### config.mk
export PLATFORM = sky130hd
export DESIGN_NAME = asw_host
export DESIGN_NICKNAME = d
export VERILOG_FILES = /design/src/inc/asw_pkg.sv /design/src/core/asw_sync.sv /design/src/core/asw_host.sv
export SDC_FILE = /design/constraint.sdc
export NUM_CORES = 1
export LEC_CHECK = 0
export BUFFER_PORTS_ARGS = -buffer_cell sky130_fd_sc_hd__buf_2
export CAP_MARGIN = 20
export CELL_PAD_IN_SITES_DETAIL_PLACEMENT = 0
export CELL_PAD_IN_SITES_GLOBAL_PLACEMENT = 1
export CORE_MARGIN = 2
export CORE_UTILIZATION = 25
export DETAILED_ROUTE_END_ITERATION = 8
export GPL_TIMING_DRIVEN = 0
export PLACE_DENSITY = 0.54
export SYNTH_ARGS = -nofsm -noshare
export SYNTH_HDL_FRONTEND = slang
export SYNTH_SLANG_ARGS = --single-unit
### constraint.sdc
create_clock -name ref_clk -period 1.7 [get_ports ref_clk]
set_input_delay 0.085 -clock ref_clk [delete_from_list [all_inputs] [get_ports ref_clk]]
set_output_delay 0.085 -clock ref_clk [all_outputs]
set_load 0.02 [all_outputs]
### src/inc/asw_pkg.sv
`default_nettype none
package asw_pkg;

   // Pin and address widths
   localparam int ADDR_W = 21;
   localparam int DATA_W = 8;
   localparam int SYNC_W = DATA_W + 1;

   // Clock
   localparam int CLK_PERIOD_NS = 25;

   // Write timing, 5 V grade and 3.3 V grade
   localparam int WRITE_PULSE_MIN_NS_5V         = 55;
   localparam int WRITE_PULSE_MIN_NS_3V         = 65;
   localparam int SELECT_PULSE_MIN_NS_5V        = 55;
   localparam int SELECT_PULSE_MIN_NS_3V        = 75;
   localparam int ADDRESS_SETUP_TO_WRITE_END_NS_5V = 65;
   localparam int ADDRESS_SETUP_TO_WRITE_END_NS_3V = 75;
   localparam int DATA_SETUP_TO_WRITE_END_NS_5V = 30;
   localparam int DATA_SETUP_TO_WRITE_END_NS_3V = 35;
   localparam int ADDRESS_HOLD_AFTER_WRITE_NS   = 5;
   localparam int ADDRESS_HOLD_AFTER_SELECT_NS  = 15;
   localparam int DATA_HOLD_AFTER_SELECT_NS     = 15;
   localparam int WRITE_CYCLE_MIN_NS            = 85;
   // Read timing used for the read side of the controller
   localparam int READ_ACCESS_MAX_NS            = 85;
   localparam int OUTPUT_FLOAT_MAX_NS           = 35;
   localparam int SYNC_STAGES                   = 2;

   // Worst case of both grades, so one build serves either part
   localparam int WRITE_PULSE_NS = (WRITE_PULSE_MIN_NS_3V > WRITE_PULSE_MIN_NS_5V) ?
                                   WRITE_PULSE_MIN_NS_3V : WRITE_PULSE_MIN_NS_5V;
   localparam int ADDR_SETUP_NS  = (ADDRESS_SETUP_TO_WRITE_END_NS_3V >
                                    ADDRESS_SETUP_TO_WRITE_END_NS_5V) ?
                                   ADDRESS_SETUP_TO_WRITE_END_NS_3V :
                                   ADDRESS_SETUP_TO_WRITE_END_NS_5V;

   // Least times round up to whole cycles
   localparam int WRITE_PULSE_CYC = (WRITE_PULSE_NS + CLK_PERIOD_NS - 1) / CLK_PERIOD_NS;
   localparam int ADDR_HOLD_W_CYC = (ADDRESS_HOLD_AFTER_WRITE_NS + CLK_PERIOD_NS - 1)
                                    / CLK_PERIOD_NS;
   localparam int ADDR_HOLD_E_CYC = (ADDRESS_HOLD_AFTER_SELECT_NS + CLK_PERIOD_NS - 1)
                                    / CLK_PERIOD_NS;
   localparam int READ_WAIT_CYC   = (READ_ACCESS_MAX_NS + CLK_PERIOD_NS - 1) / CLK_PERIOD_NS
                                    + SYNC_STAGES;
   localparam int FLOAT_CYC       = (OUTPUT_FLOAT_MAX_NS + CLK_PERIOD_NS - 1) / CLK_PERIOD_NS;

   localparam int TIMER_W = 4;

   // Reset values of the pins
   localparam logic [ADDR_W-1:0] ADDR_RESET = 21'h000000;
   localparam logic [DATA_W-1:0] DATA_RESET = 8'h00;

   typedef struct packed {
      logic              write;
      logic [ADDR_W-1:0] addr;
      logic [DATA_W-1:0] data;
   } asw_req_t;

   typedef struct packed {
      logic              chip_select_n;
      logic              write_strobe_n;
      logic              output_enable_n;
      logic [ADDR_W-1:0] addr;
      logic [DATA_W-1:0] data_bus_out;
      logic              data_bus_oe_n;
   } asw_pins_t;

   localparam asw_pins_t PINS_IDLE = '{chip_select_n: 1'b1, write_strobe_n: 1'b1,
                                       output_enable_n: 1'b1, addr: ADDR_RESET,
                                       data_bus_out: DATA_RESET, data_bus_oe_n: 1'b1};

   typedef enum logic [2:0] {
      ASW_IDLE    = 3'b000,
      ASW_SETUP   = 3'b001,
      ASW_STROBE  = 3'b010,
      ASW_WEND    = 3'b011,
      ASW_RELEASE = 3'b100,
      ASW_RDWAIT  = 3'b101,
      ASW_FLOAT   = 3'b110
   } asw_state_t;

endpackage
`default_nettype wire

### src/core/asw_sync.sv
`timescale 1ns/1ps
`default_nettype none
module asw_sync
   import asw_pkg::*;
(
   // Clock and reset
   input  wire logic              ref_clk,
   input  wire logic              reset,
   // Asynchronous levels in, synchronised levels out
   input  wire logic [SYNC_W-1:0] d,
   output var  logic [SYNC_W-1:0] q
);

   logic [SYNC_W-1:0] stage1;
   logic [SYNC_W-1:0] next_stage1;
   logic [SYNC_W-1:0] next_q;

   genvar i;
   generate
      for (i = 0; i < SYNC_W; i++) begin : g_bit
         always_comb begin
            next_stage1[i] = d[i];
            next_q[i]      = stage1[i];
         end
      end
   endgenerate

   always_ff @(posedge ref_clk) begin
      if (reset) begin
         stage1 <= '0;
         q      <= '0;
      end else begin
         stage1 <= next_stage1;
         q      <= next_q;
      end
   end

endmodule // asw_sync
`default_nettype wire

### src/core/asw_host.sv
`timescale 1ns/1ps
`default_nettype none
// Notes on behaviour
// Memory writes while write strobe and chip select are both low.
// Write starts at the later falling edge of strobe or select.
// Write ends, byte committed, at the earlier rising edge.
// Host holds address steady across the whole write.
// Address held 15 ns after select rise, 5 ns after strobe rise.
// Data valid 30/35 ns before write end and held afterwards.
// Host keeps output enable high during writes.
// Strobe low floats driven outputs within 25/30 ns.
// Select and strobe falling together never drive the outputs.
// Write strobe low at least 55/65 ns.
// Chip select low at least 55/75 ns in select-led writes.
// Address valid 65/75 ns before the write-ending edge.
// On power fail memory deselects after protect delay, ignoring inputs.
// Access in progress at power fail completes unless protect delay expires.
// Write protection stays for recovery delay after supply returns.
// Twenty-one address lines select one of 2,097,152 bytes.
// Data lines driven only with select and output enable low, strobe high.
// Data captured at write end when protection is inactive.
module asw_host
   import asw_pkg::*;
#(
   parameter logic [15:0] RECOVERY_CYCLES = 16'h1f40
)(
   // Clock and reset
   input  wire logic              ref_clk,
   input  wire logic              reset,
   // Request side
   input  wire logic              req_valid,
   input  wire asw_req_t          req,
   output var  logic              req_ready,
   output var  logic              rsp_valid,
   output var  logic [DATA_W-1:0] rsp_rdata,
   // Supply monitor level, asynchronous
   input  wire logic              supply_ok,
   output var  logic              protected_hold,
   // Memory pins
   output var  asw_pins_t         pins,
   input  wire logic [DATA_W-1:0] data_bus_in
);

   // Bus levels are sampled only once long settled, so per-bit sync is safe
   logic [SYNC_W-1:0] synced;
   logic [DATA_W-1:0] data_in_s;
   logic              supply_ok_s;

   asw_sync u_sync (
      .ref_clk (ref_clk),
      .reset   (reset),
      .d       ({supply_ok, data_bus_in}),
      .q       (synced)
   );

   assign data_in_s   = synced[DATA_W-1:0];
   assign supply_ok_s = synced[DATA_W];

   // Supply watch: no new access while the supply is out or recovering
   logic        low_seen;
   logic        next_low_seen;
   logic [15:0] recover_cnt;
   logic [15:0] next_recover_cnt;
   logic        next_protected_hold;

   always_comb begin
      next_low_seen       = low_seen;
      next_recover_cnt    = recover_cnt;
      next_protected_hold = protected_hold;
      if (!supply_ok_s) begin
         next_low_seen       = 1'b1;
         next_recover_cnt    = RECOVERY_CYCLES;
         next_protected_hold = 1'b1;
      end else if (low_seen) begin
         // Memory keeps itself protected a while after recovery
         if (recover_cnt == 16'h0000) begin
            next_low_seen       = 1'b0;
            next_protected_hold = 1'b0;
         end else begin
            next_recover_cnt = recover_cnt - 16'h0001;
         end
      end
   end

   always_ff @(posedge ref_clk) begin
      if (reset) begin
         // Reset counts as a fresh power-up, so the hold runs first
         low_seen       <= 1'b1;
         recover_cnt    <= 16'h0000;
         protected_hold <= 1'b1;
      end else begin
         low_seen       <= next_low_seen;
         recover_cnt    <= next_recover_cnt;
         protected_hold <= next_protected_hold;
      end
   end

   // Access sequencer
   asw_state_t          state;
   asw_state_t          next_state;
   logic [TIMER_W-1:0]  timer;
   logic [TIMER_W-1:0]  next_timer;
   asw_pins_t           next_pins;
   logic                next_req_ready;
   logic                next_rsp_valid;
   logic [DATA_W-1:0]   next_rsp_rdata;

   always_comb begin
      next_state     = state;
      next_timer     = timer;
      next_pins      = pins;
      next_req_ready = 1'b0;
      next_rsp_valid = 1'b0;
      next_rsp_rdata = rsp_rdata;
      // Countdown runs on its own; each state but IDLE reloads it on entry
      if (timer != '0) begin
         next_timer = timer - TIMER_W'(1);
      end
      unique case (state)
         ASW_IDLE: begin
            next_pins      = PINS_IDLE;
            // Only sample new work while the memory can accept it
            next_req_ready = !protected_hold && !next_protected_hold;
            if (req_valid && req_ready) begin
               next_state                 = ASW_SETUP;
               next_req_ready             = 1'b0;
               // Address and select first, strobe one cycle later
               next_pins.addr             = req.addr;
               next_pins.chip_select_n    = 1'b0;
               next_pins.output_enable_n  = 1'b1;
               next_pins.write_strobe_n   = 1'b1;
               next_pins.data_bus_out     = req.data;
               next_pins.data_bus_oe_n    = !req.write;
               next_timer                 = '0;
            end
         end

         ASW_SETUP: begin
            if (pins.data_bus_oe_n) begin
               next_state                = ASW_RDWAIT;
               next_pins.output_enable_n = 1'b0;
               next_timer                = TIMER_W'(READ_WAIT_CYC - 1);
            end else begin
               // Strobe falls after select: the write starts here
               next_state               = ASW_STROBE;
               next_pins.write_strobe_n = 1'b0;
               next_timer               = TIMER_W'(WRITE_PULSE_CYC - 1);
            end
         end

         ASW_STROBE: begin
            if (timer == '0) begin
               // Strobe rises first and ends the write; address and data stay
               next_state               = ASW_WEND;
               next_pins.write_strobe_n = 1'b1;
               next_timer               = TIMER_W'(ADDR_HOLD_W_CYC - 1);
            end
         end

         ASW_WEND: begin
            if (timer == '0) begin
               next_state              = ASW_RELEASE;
               next_pins.chip_select_n = 1'b1;
               next_timer              = TIMER_W'(ADDR_HOLD_E_CYC - 1);
            end
         end

         ASW_RELEASE: begin
            // Address and data held past select rise
            if (timer == '0) begin
               next_state     = ASW_IDLE;
               next_pins      = PINS_IDLE;
               next_rsp_valid = 1'b1;
            end
         end

         ASW_RDWAIT: begin
            // Read waits out access time plus the synchroniser latency
            if (timer == '0) begin
               next_state                = ASW_FLOAT;
               next_rsp_rdata            = data_in_s;
               next_pins.output_enable_n = 1'b1;
               next_pins.chip_select_n   = 1'b1;
               next_timer                = TIMER_W'(FLOAT_CYC - 1);
            end
         end

         ASW_FLOAT: begin
            // Memory outputs may still drive; do not turn the bus yet
            if (timer == '0) begin
               next_state     = ASW_IDLE;
               next_pins      = PINS_IDLE;
               next_rsp_valid = 1'b1;
            end
         end

         default: begin
            next_state = ASW_IDLE;
            next_pins  = PINS_IDLE;
         end
      endcase
   end

   always_ff @(posedge ref_clk) begin
      if (reset) begin
         state     <= ASW_IDLE;
         timer     <= '0;
         pins      <= PINS_IDLE;
         req_ready <= 1'b0;
         rsp_valid <= 1'b0;
         rsp_rdata <= DATA_RESET;
      end else begin
         state     <= next_state;
         timer     <= next_timer;
         pins      <= next_pins;
         req_ready <= next_req_ready;
         rsp_valid <= next_rsp_valid;
         rsp_rdata <= next_rsp_rdata;
      end
   end

endmodule // asw_host
`default_nettype wire

[Yosys cells after proc, flatten, opt, wreduce, memory -nomap -nowiden]
Cells that the tools add are included.
Cells by class
  equal/unequal tests: 16
  $add $sub $neg: 2
  bitwise operators: 8
  muxes and demuxes: 31
  reductions and logical operators: 25
Operator list (number)
  30-bit one-hot mux with 3 select lines: 1
  33-bit 2-to-1 mux: 2
  13-bit 2-to-1 mux: 3
  3-bit 2-to-1 mux: 7
  3-bit one-hot mux with 6 select lines: 1
  16-bit logical NOT: 1
  4-bit 2-to-1 mux: 4
  2-bit != test, second input constant: 8
  4-bit one-hot mux with 4 select lines: 1
  16-bit by 1-bit subtractor with 16-bit output, second input constant: 1
  2-bit OR reduction: 6
  1-bit one-hot mux with 5 select lines: 2
  3-bit equality test, second input constant: 3
  1-bit 2-to-1 mux: 9
  1-bit inverter: 8
  2-bit AND reduction: 4
  4-bit AND reduction: 2
  3-bit by 2-bit equality test with 1-bit output, second input constant: 2
  5-bit AND reduction: 1
  4-bit logical NOT: 1
  2-bit by 1-bit != test with 1-bit output, second input constant: 2
  1-bit one-hot mux with 4 select lines: 1
  4-bit nonzero test: 1
  4-bit OR reduction: 1
  7 further kinds: 10
Storage, ports and cells
  bits of input ports: 42
  flip-flop bits (word level): 86
  word-level logic and storage cells: 99
  output and inout port bits: 44

[Depth between registers and ports, before layout]
Gate-level depths: netlist of run 1.
  word-level depth: 6
  gate-level depth with buffers: 10
  depth with buffers taken out: 9

[By module]
Synthesis of run 1 repeated with hierarchy kept, for this count alone.
Second synthesis, totals
  cells, all modules: 356
  area total of the unflattened synthesis: 3358.2 µm²
Modules (own cells, without submodules)
  asw_host: area each 2869.0 µm², seq. area each 1361.3 µm², times used 1, cells each 319
  asw_sync: area each 489.2 µm², seq. area each 360.3 µm², times used 1, cells each 37

[Worst setup path after synthesis of run 1]
OpenSTA, ideal clock, no wires.
  path kind: reg-to-reg
  start point: reg recover_cnt[0]
  end point: reg recover_cnt[12]
  required time: 1.626 ns
  period minus slack after synthesis: 1.845 ns
  setup slack: -0.145 ns
  library setup time: 0.074 ns
  cell stages (with the launch flop): 7
  data arrival time: 1.771 ns
  cell sequence: dfxtp_1 inv_1 ha_1 or3b_2 or2_2 a31o_2 a31oi_1
On the way
  word-level cells in the longest chain between the ends: 4
Ends and longest elaborated chain
  start: declaration: line asw_host.sv:62  | logic [15:0] recover_cnt;
  start signal: assignment: line asw_host.sv:93  | recover_cnt <= next_recover_cnt;
  16-bit by 1-bit subtractor with 16-bit output: line asw_host.sv:80  | next_recover_cnt = recover_cnt - 16'h0001;
  13-bit 2-to-1 mux: line asw_host.sv:76  | if (recover_cnt == 16'h0000) begin
  13-bit 2-to-1 mux: line asw_host.sv:74  | end else if (low_seen) begin
  13-bit 2-to-1 mux: line asw_host.sv:70  | if (!supply_ok_s) begin
Parallel ways exist; a longest one is shown, timed or not. The select of a mux whose other input is x is not followed.
A chain may end at the register's enable or synchronous reset.

[Worst setup path in the final report of run 1]
  start point: reg timer[0]
  end point: reg state[0]
On the way
  word-level cells in the longest chain between the ends: 3
Ends and longest elaborated chain
  start: declaration: line asw_host.sv:101  | logic [TIMER_W-1:0] timer;
  start signal: assignment: line asw_host.sv:214  | timer <= next_timer;
  4-bit logical NOT *
  2-bit != test (no line) or 2-bit by 1-bit != test with 1-bit output (tied branches)
  5-bit AND reduction (no line) *
  end signal: assignment: line asw_host.sv:213  | state <= next_state;
  end: declaration: line asw_host.sv:99  | asw_state_t state;
Mark *: on every way between the ends. The rest lies on a longest branch, timed or not.

==> metrics, run 1 <==
run status finished, violations left; failing checks setup timing; CTS HTree Levels 3; Post-Synth Simple-Gate Area 22.9%; grt peak-use layer met2; Pint 4.25 mW; Post-Synth XOR/XNOR Area 0.256%; CP peak stage delay 0.43 ns; commonest non-fill, non-tap cell in the layout buf_2; vias per cell 4.59; area of the die 14600 um^2; routing usage on met3 2.82%; mapped cell area 3420 um^2; RSZ-0062 raised after global routing yes; Min-Delay Path Class in2reg; antenna viol nets, final 0; reg2reg start timer[0]; Tmin final 1.80 ns; endpoints failing setup 17; kind of critical path reg2reg; CP startpoint kind flip-flop; global-route track usage on met2 21.1%; r2r setup slk -0.1 ns; HP Start req[11]; Fmax 557 MHz; Worst slew margin 59.1%; final worst-path cycle share 106%; fin util 39.3%; placed wire-length estimate 6350 um; Critical Path End Type flip-flop; antenna violations before repair 0; global-route wire length before repair 15200 um; area occupied by multi-input gates 1810 um^2; Critical Path AT 2.06 ns; Rows 42; Synth Area in Adders 1.83%; Clk Latency, worst-skew pair 0.35 ns; Sequential Area 1750 um^2; LEAKAGE 2.20 nW; Hold Path End pins[12]; clk_skew 0.00810 ns; MaxCap Viol Count 0; Register-to-Register Path Depth 8; Min Hold Slack 0.00340 ns; CTS tree yes; setup TNS -0.875 ns; total chip power 6.24 mW; Sequential Power Share 36.1%; Root Driver clkbuf_16; Syn-to-layout area delta 52.9%; I/O pin count 86; via count 3185; hold depth 3; Syn Inst Count 361; Slew Limit Fails 0; drt initial violations 134; Critical-path top delay cell a2111oi_4; total congestion overflow 0; Post-synth EDFFs 0; drt first pass iters 5; Switching Share 31.8%; multiplexer share of the synthesized area 2.64%; WP data required 1.97 ns; Layout fillers 1352; diodes inserted 0; P per Cell Area 1190 nW/um^2; Avg Cell Area, Syn 9.46 um^2; register area share after synthesis 50.4%; commonest cells after routing, fill and taps aside 86 x buf_2, 72 x dfxtp_1, 48 x nor2_1; Synth Flop Type dfxtp_1; worst-margin pin slew 0.613 ns; CP cell instances inv_4 -> ha_4 -> nor3b_4 -> buf_6 -> clkinvlp_4 -> a2111oi_4 -> a41oi_2 -> a21oi_1; post-synth cell types 53; async set-reset flop share out of synthesis 0%; CP Max Fanout 5; DRC 0; Starting Density 25.7%; post-synthesis compound-gate area fraction 17.9%; Synth Warn # 0; Clock Pin Slew Worst Setup and Hold Paths 0.07 ns; Die Height 121 um; share of layout cells above drive strength 1 40.2%; DIE WIDTH 121 um; largest family of logic cells by synthesized area simple AND/OR/NAND/NOR gates; count of input and output buffers 85; drt wl/cell 14.0 um; GRT met1 Usage 16.8%; RD Place Congestion 0.745; peak supply drop 0.000531 V; #FFs+latches synth 86; Clock Sinks 86; # nets final 560; Clock power frac 32.4%; total CTS buffers 9; combinational share of power 31.5%; Net Switching 1.99 mW; Hold Vio Cnt, Final 0; WL final 9730 um; Tot GR Track Use 13.1%; Reg2Reg Capture Point state[0]; Clock Tree Buf Depth 2; PnR worst setup slack -0.0952 ns; pin count of the biggest net entering global routing 17; Net Count, Synth 408; vias in the first global route 3096; core area 13300 um^2
cell usage after synthesis (2+ instances only):
master	number	area share [%]
inv_1	11	1.2
nand3_1	6	0.88
nor3_1	4	0.59
clkbuf_1	17	1.9
buf_2	3	0.44
buf_1	2	0.22
nor2_1	49	5.4
nand2_1	17	1.9
a31oi_1	9	1.6
or4_4	2	0.66
nand3b_1	3	0.66
nand4b_1	2	0.51
nand2b_1	6	1.1
dfxtp_1	86	50
o21ai_0	5	0.73
nor2b_1	22	4.0
or2_2	5	0.92
nor4_1	3	0.55
a2111oi_0	2	0.51
ha_1	5	1.8
a22oi_1	31	6.8
or3_1	5	0.92
o211ai_1	3	0.66
or4_1	4	0.88
a21oi_1	14	2.1
mux2i_1	9	2.6
o31ai_1	5	1.1
a21o_1	3	0.66
nor3b_1	4	0.88
per-layer routing:
metal  wire [um]  vias up
met2        4810       56
met5           0        -
met4         161        0
met1        4470     1527
met3         295        9
li1            -     1593
power groups by stage:
stage                     Clock [mW]  Sequential [mW]  Combinational, mW
after floorplan                    0             2.23              0.844
after global placement             0             2.22               1.18
after detailed placement           0             2.23               1.18
after CTS                       2.10             2.24               1.59
after global routing            2.18             2.27               2.13
final                           2.02             2.25               1.97
sequential cells by signal (all words and copies together), names as in the netlist:
signal / cells
pins: 33
recover_cnt: 16
u_sync.next_q: 9
u_sync.q: 9
rsp_rdata: 8
timer: 4
state: 3
low_seen: 1
protected_hold: 1
req_ready: 1
rsp_valid: 1
worst max-delay path by stage:
stage	startpoint	to	slack (ns)	cells past startpoint
floorplan	timer[0]	state[0]	-0.04	8
global placement	timer[0]	rsp_rdata[3]	-0.45	7
detailed placement	timer[0]	rsp_rdata[4]	-0.49	7
CTS	recover_cnt[0]	recover_cnt[3]	-0.11	8
global route	timer[0]	state[0]	-0.17	8
finish	timer[0]	state[0]	-0.1	8
cell families after synthesis:
kind of cell | after synthesis
buf+inv | 34
xor+xnor | 1
flops | 86
fa+ha+maj | 5
mux | 9
simple gates | 142
compound gates | 84
stage by stage:
step | instance area (um^2) | worst slack [ns] | instances
CTS | 5000 | -0.115 | 685
floorplan | 3430 | -0.0362 | 361
detailed placement | 4070 | -0.486 | 622
finish | 5220 | -0.0952 | 694
global route | 5220 | -0.175 | 694
global placement | 4070 | -0.448 | 622
critical path: cells and delay by family (launching register included):
family | cells | cell delay (ns)
AO/OA/AOI/OAI | 3 | 0.63
buffers and inverters | 3 | 0.39
flip-flops | 1 | 0.35
AND/OR/NAND/NOR | 1 | 0.21
adder cells (fa/ha/maj) | 1 | 0.12
area by class of cell:
| cell class | instances | share of cell area [%] |
|---|---|---|
| clock inverters | 6 | 1.46 |
| multi-input cells | 241 | 34.6 |
| flip-flops and latches | 86 | 33.4 |
| well taps | 176 | 4.22 |
| plain buffers | 20 | 2.13 |
| repair buffers | 144 | 18.8 |
| inverters | 11 | 0.910 |
| clock buffers | 10 | 4.38 |
what timing repair did:
action | 4_1_cts | 5_1_grt
setup buffers | 21 | 10
pin swaps | 17 | 20
endpoints found under the setup margin | 61 | 62
hold endpoints to repair | 29 | 0
hold buffers | 29 | 0
gates resized for setup | 47 | 46
Power figures use the tool's default switching activity.
==> inputs of run 2 (changes only) <==
--- a/config.mk
+++ b/config.mk
@@ -5,15 +5,15 @@
 export SDC_FILE = /design/constraint.sdc
 export NUM_CORES = 1
 export LEC_CHECK = 0
+export ABC_AREA = 1
 export BUFFER_PORTS_ARGS = -buffer_cell sky130_fd_sc_hd__buf_2
 export CAP_MARGIN = 20
 export CELL_PAD_IN_SITES_DETAIL_PLACEMENT = 0
 export CELL_PAD_IN_SITES_GLOBAL_PLACEMENT = 1
-export CORE_MARGIN = 2
 export CORE_UTILIZATION = 25
 export DETAILED_ROUTE_END_ITERATION = 8
 export GPL_TIMING_DRIVEN = 0
-export PLACE_DENSITY = 0.54
+export PLACE_DENSITY = 0.57
 export SYNTH_ARGS = -nofsm -noshare
 export SYNTH_HDL_FRONTEND = slang
 export SYNTH_SLANG_ARGS = --single-unit
==> run 2 against run 1 <==
Effect of this change: non-clock buffer count fell by 26; highest routed layer unchanged; fmax rose by 11%; power fell by 18%; core utilization fell by 2.6 points; routed wire length fell by 5.9%; setup slack improved by 0.18 ns; the flow now finishes without violations; count of clock-buffer cells in the layout did not move; clock skew barely moved; clock power rose by 10%; sequential power fell by 5%.
==> metrics, run 2 <==
post-route design area 4940 um^2; Post-synth EDFFs 0; RD Place Congestion 0.769; CP Max Fanout 6; run status completed; Sequential Area 1720 um^2; via count 3309; area leader, netlist dfxtp_1; area occupied by multi-input gates 1550 um^2; MaxCap Viol Count 0; Clock Tree Buf Depth 2; # nets final 670; DIE WIDTH 120 um; kind of critical path reg2reg; CP cell instances inv_2 -> ha_4 -> nand2_2 -> nor2_4 -> clkinv_4 -> buf_6 -> ha_4 -> a21oi_1 -> nor3_1 -> nor2_1; Avg Cell Area, Syn 7.17 um^2; Top Registers pins x33, recover_cnt x16; CP peak stage delay 0.32 ns; CP startpoint kind flip-flop; area of the die 14500 um^2; total CTS buffers 9; most frequent cell after synthesis nand2_1; async set-reset flop share out of synthesis 0%; post-synth cell types 23; Hold Vio Cnt, Final 0; antenna viol nets, final 0; drt wl/cell 11.4 um; Area contributors post-synth dfxtp_1 49%, nand2_1 13%, nor2_1 7.7%; commonest non-fill, non-tap cell in the layout nand2_1; peak supply drop 0.000755 V; total congestion overflow 0; Worst slew margin 65.9%; Layout fillers 1474; share of layout cells above drive strength 1 21.9%; Reg with most FFs pins; Clock Pin Slew Worst Setup and Hold Paths 0.06 ns; mapped cell area 3500 um^2; Syn-to-layout area delta 40.8%; P per Cell Area 1040 nW/um^2; area share of the largest cell type after synthesis 49.1%; CTS HTree Levels 3; most used cell, CP ha_4; WL final 9160 um; Fmax 619 MHz; Layout Cells excl Fill 803; Tmin final 1.61 ns; Synth top cells by count 125 x nand2_1, 86 x dfxtp_1, 72 x nor2_1, 54 x inv_1, 46 x a21oi_1; #FFs+latches synth 86; number of instances in the placed design 750; Slew Limit Fails 0; commonest cells after routing, fill and taps aside 122 x nand2_1, 87 x buf_2, 84 x dfxtp_1; global-route wire length before repair 15100 um; vias per cell 4.12; clk_skew 0.00782 ns; register area share after synthesis 49.1%; placed wire-length estimate 6490 um; Starting Density 26.1%; Die Height 120 um; Clk Latency, worst-skew pair 0.34 ns; Root Driver clkbuf_16; drt initial violations 142; max reg flops 33; diodes inserted 0; worst-margin pin slew 0.511 ns; Synth Flop Type dfxtp_1; Rows 42; Critical Path End Type flip-flop; LEAKAGE 2.31 nW; setup TNS 0 ns; final worst-path cycle share 95.0%; Critical Path AT 1.82 ns; WP data required 1.91 ns; pin count of the biggest net entering global routing 15; CTS tree yes; vias in the first global route 3189; Clock Sinks 86; Synth Warn # 0; I/O pin count 86; antenna violations before repair 0; Post-DP Area 4150 um^2; Syn Inst Count 489; DRC 0; core area 13500 um^2; Critical-path top delay cell dfxtp_2; drt first pass iters 6; Setup WS pre-CTS -0.164 ns; endpoints failing setup 0; count of input and output buffers 85; Tot GR Track Use 13.3%; Net Count, Synth 536; Min-Delay Path Class in2reg; PnR worst setup slack 0.0854 ns
run 2: changes by cell type in the layout (fill, tap and decap cells not counted), moves of 12 or more:
cell	delta
o21ai_0	+17
nor2b_1	-20
a22oi_1	-30
dfxtp_1	+12
nand2_1	+109
nand3_1	+24
buf_4	-19
a21oi_1	+34
inv_1	+45
nor2_1	+22
run 2: cell families (layout without fill, tap and decap cells):
kind of cell / count (synthesis) / in the layout / share of synthesized area [%]
buf+inv: 75 / 213 / 8.68
flops: 86 / 86 / 49.1
simple gates: 251 / 251 / 29.7
fa+ha+maj: 5 / 5 / 1.79
compound gates: 68 / 68 / 9.75
xor+xnor: 4 / 4 / 1.00
run 2: path summary, 6_finish.rpt:
check                        start  cells after the start  slack, ns           to
setup / recovery          timer[0]                     10       0.09     timer[0]
hold reg to reg   u_sync.next_q[2]                      2       0.40  u_sync.q[2]
setup reg to reg          timer[0]                     10       0.09     timer[0]
hold / removal             req[28]                      3      0.009     pins[29]
run 2: power breakdown:
| group | internal (mW) | total [mW] | leakage, nW | switching (mW) |
|---|---|---|---|---|
| Sequential | 2.09 | 2.14 | 0.701 | 0.0513 |
| Clock | 1.44 | 2.23 | 0.163 | 0.798 |
| Combinational | 0.378 | 0.766 | 1.44 | 0.388 |
| Total | 3.90 | 5.14 | 2.31 | 1.24 |
run 2: per-layer routing:
metal  up-vias  track usage [%]  part of all wire [%]
li1       1802                -                     -
met2        56             21.1                    45
met3         6             3.49                   3.8
met5         -                0                     0
met1      1445             17.2                    50
met4         0             5.09                   1.2
run 2: cell type report:
class                   count  share of cell area [%]
plain buffers              14                    1.50
clock buffers              10                    4.64
clock inverters             5                    2.18
inverters                  60                    4.66
multi-input cells         328                    31.3
flip-flops and latches     86                    34.9
well taps                 176                    4.46
repair buffers            124                    16.3
run 2: worst max-delay path: cells and delay by family, from the launching register on:
| kind | cells | cell delay, ns |
|---|---|---|
| adders and majority gates | 2 | 0.39 |
| buffers and inverters | 3 | 0.32 |
| DFF | 1 | 0.32 |
| AOI/OAI and AO/OA | 1 | 0.03 |
| and+or+nand+nor | 4 | 0.42 |
run 2: per-stage QoR:
step / power (mW) / hold slack [ns] / utilization [%]
after floorplan: 2.55 / 0.192 / -
final: 5.14 / 0.00875 / 36.7
after CTS: 5.12 / 0.000282 / 36.2
after global placement: 2.69 / 0.288 / 30.9
after detailed placement: 2.69 / 0.292 / 30.9
after global routing: 5.40 / 0.00409 / 36.7
run 2: repair_timing:
action,CTS,global route
setup endpoints to repair,39,43
endpoints found under the hold margin,33,0
resized for setup,7,19
hold buffers,33,0
pin swaps,2,5
setup buffers,4,2
gates cloned,0,0
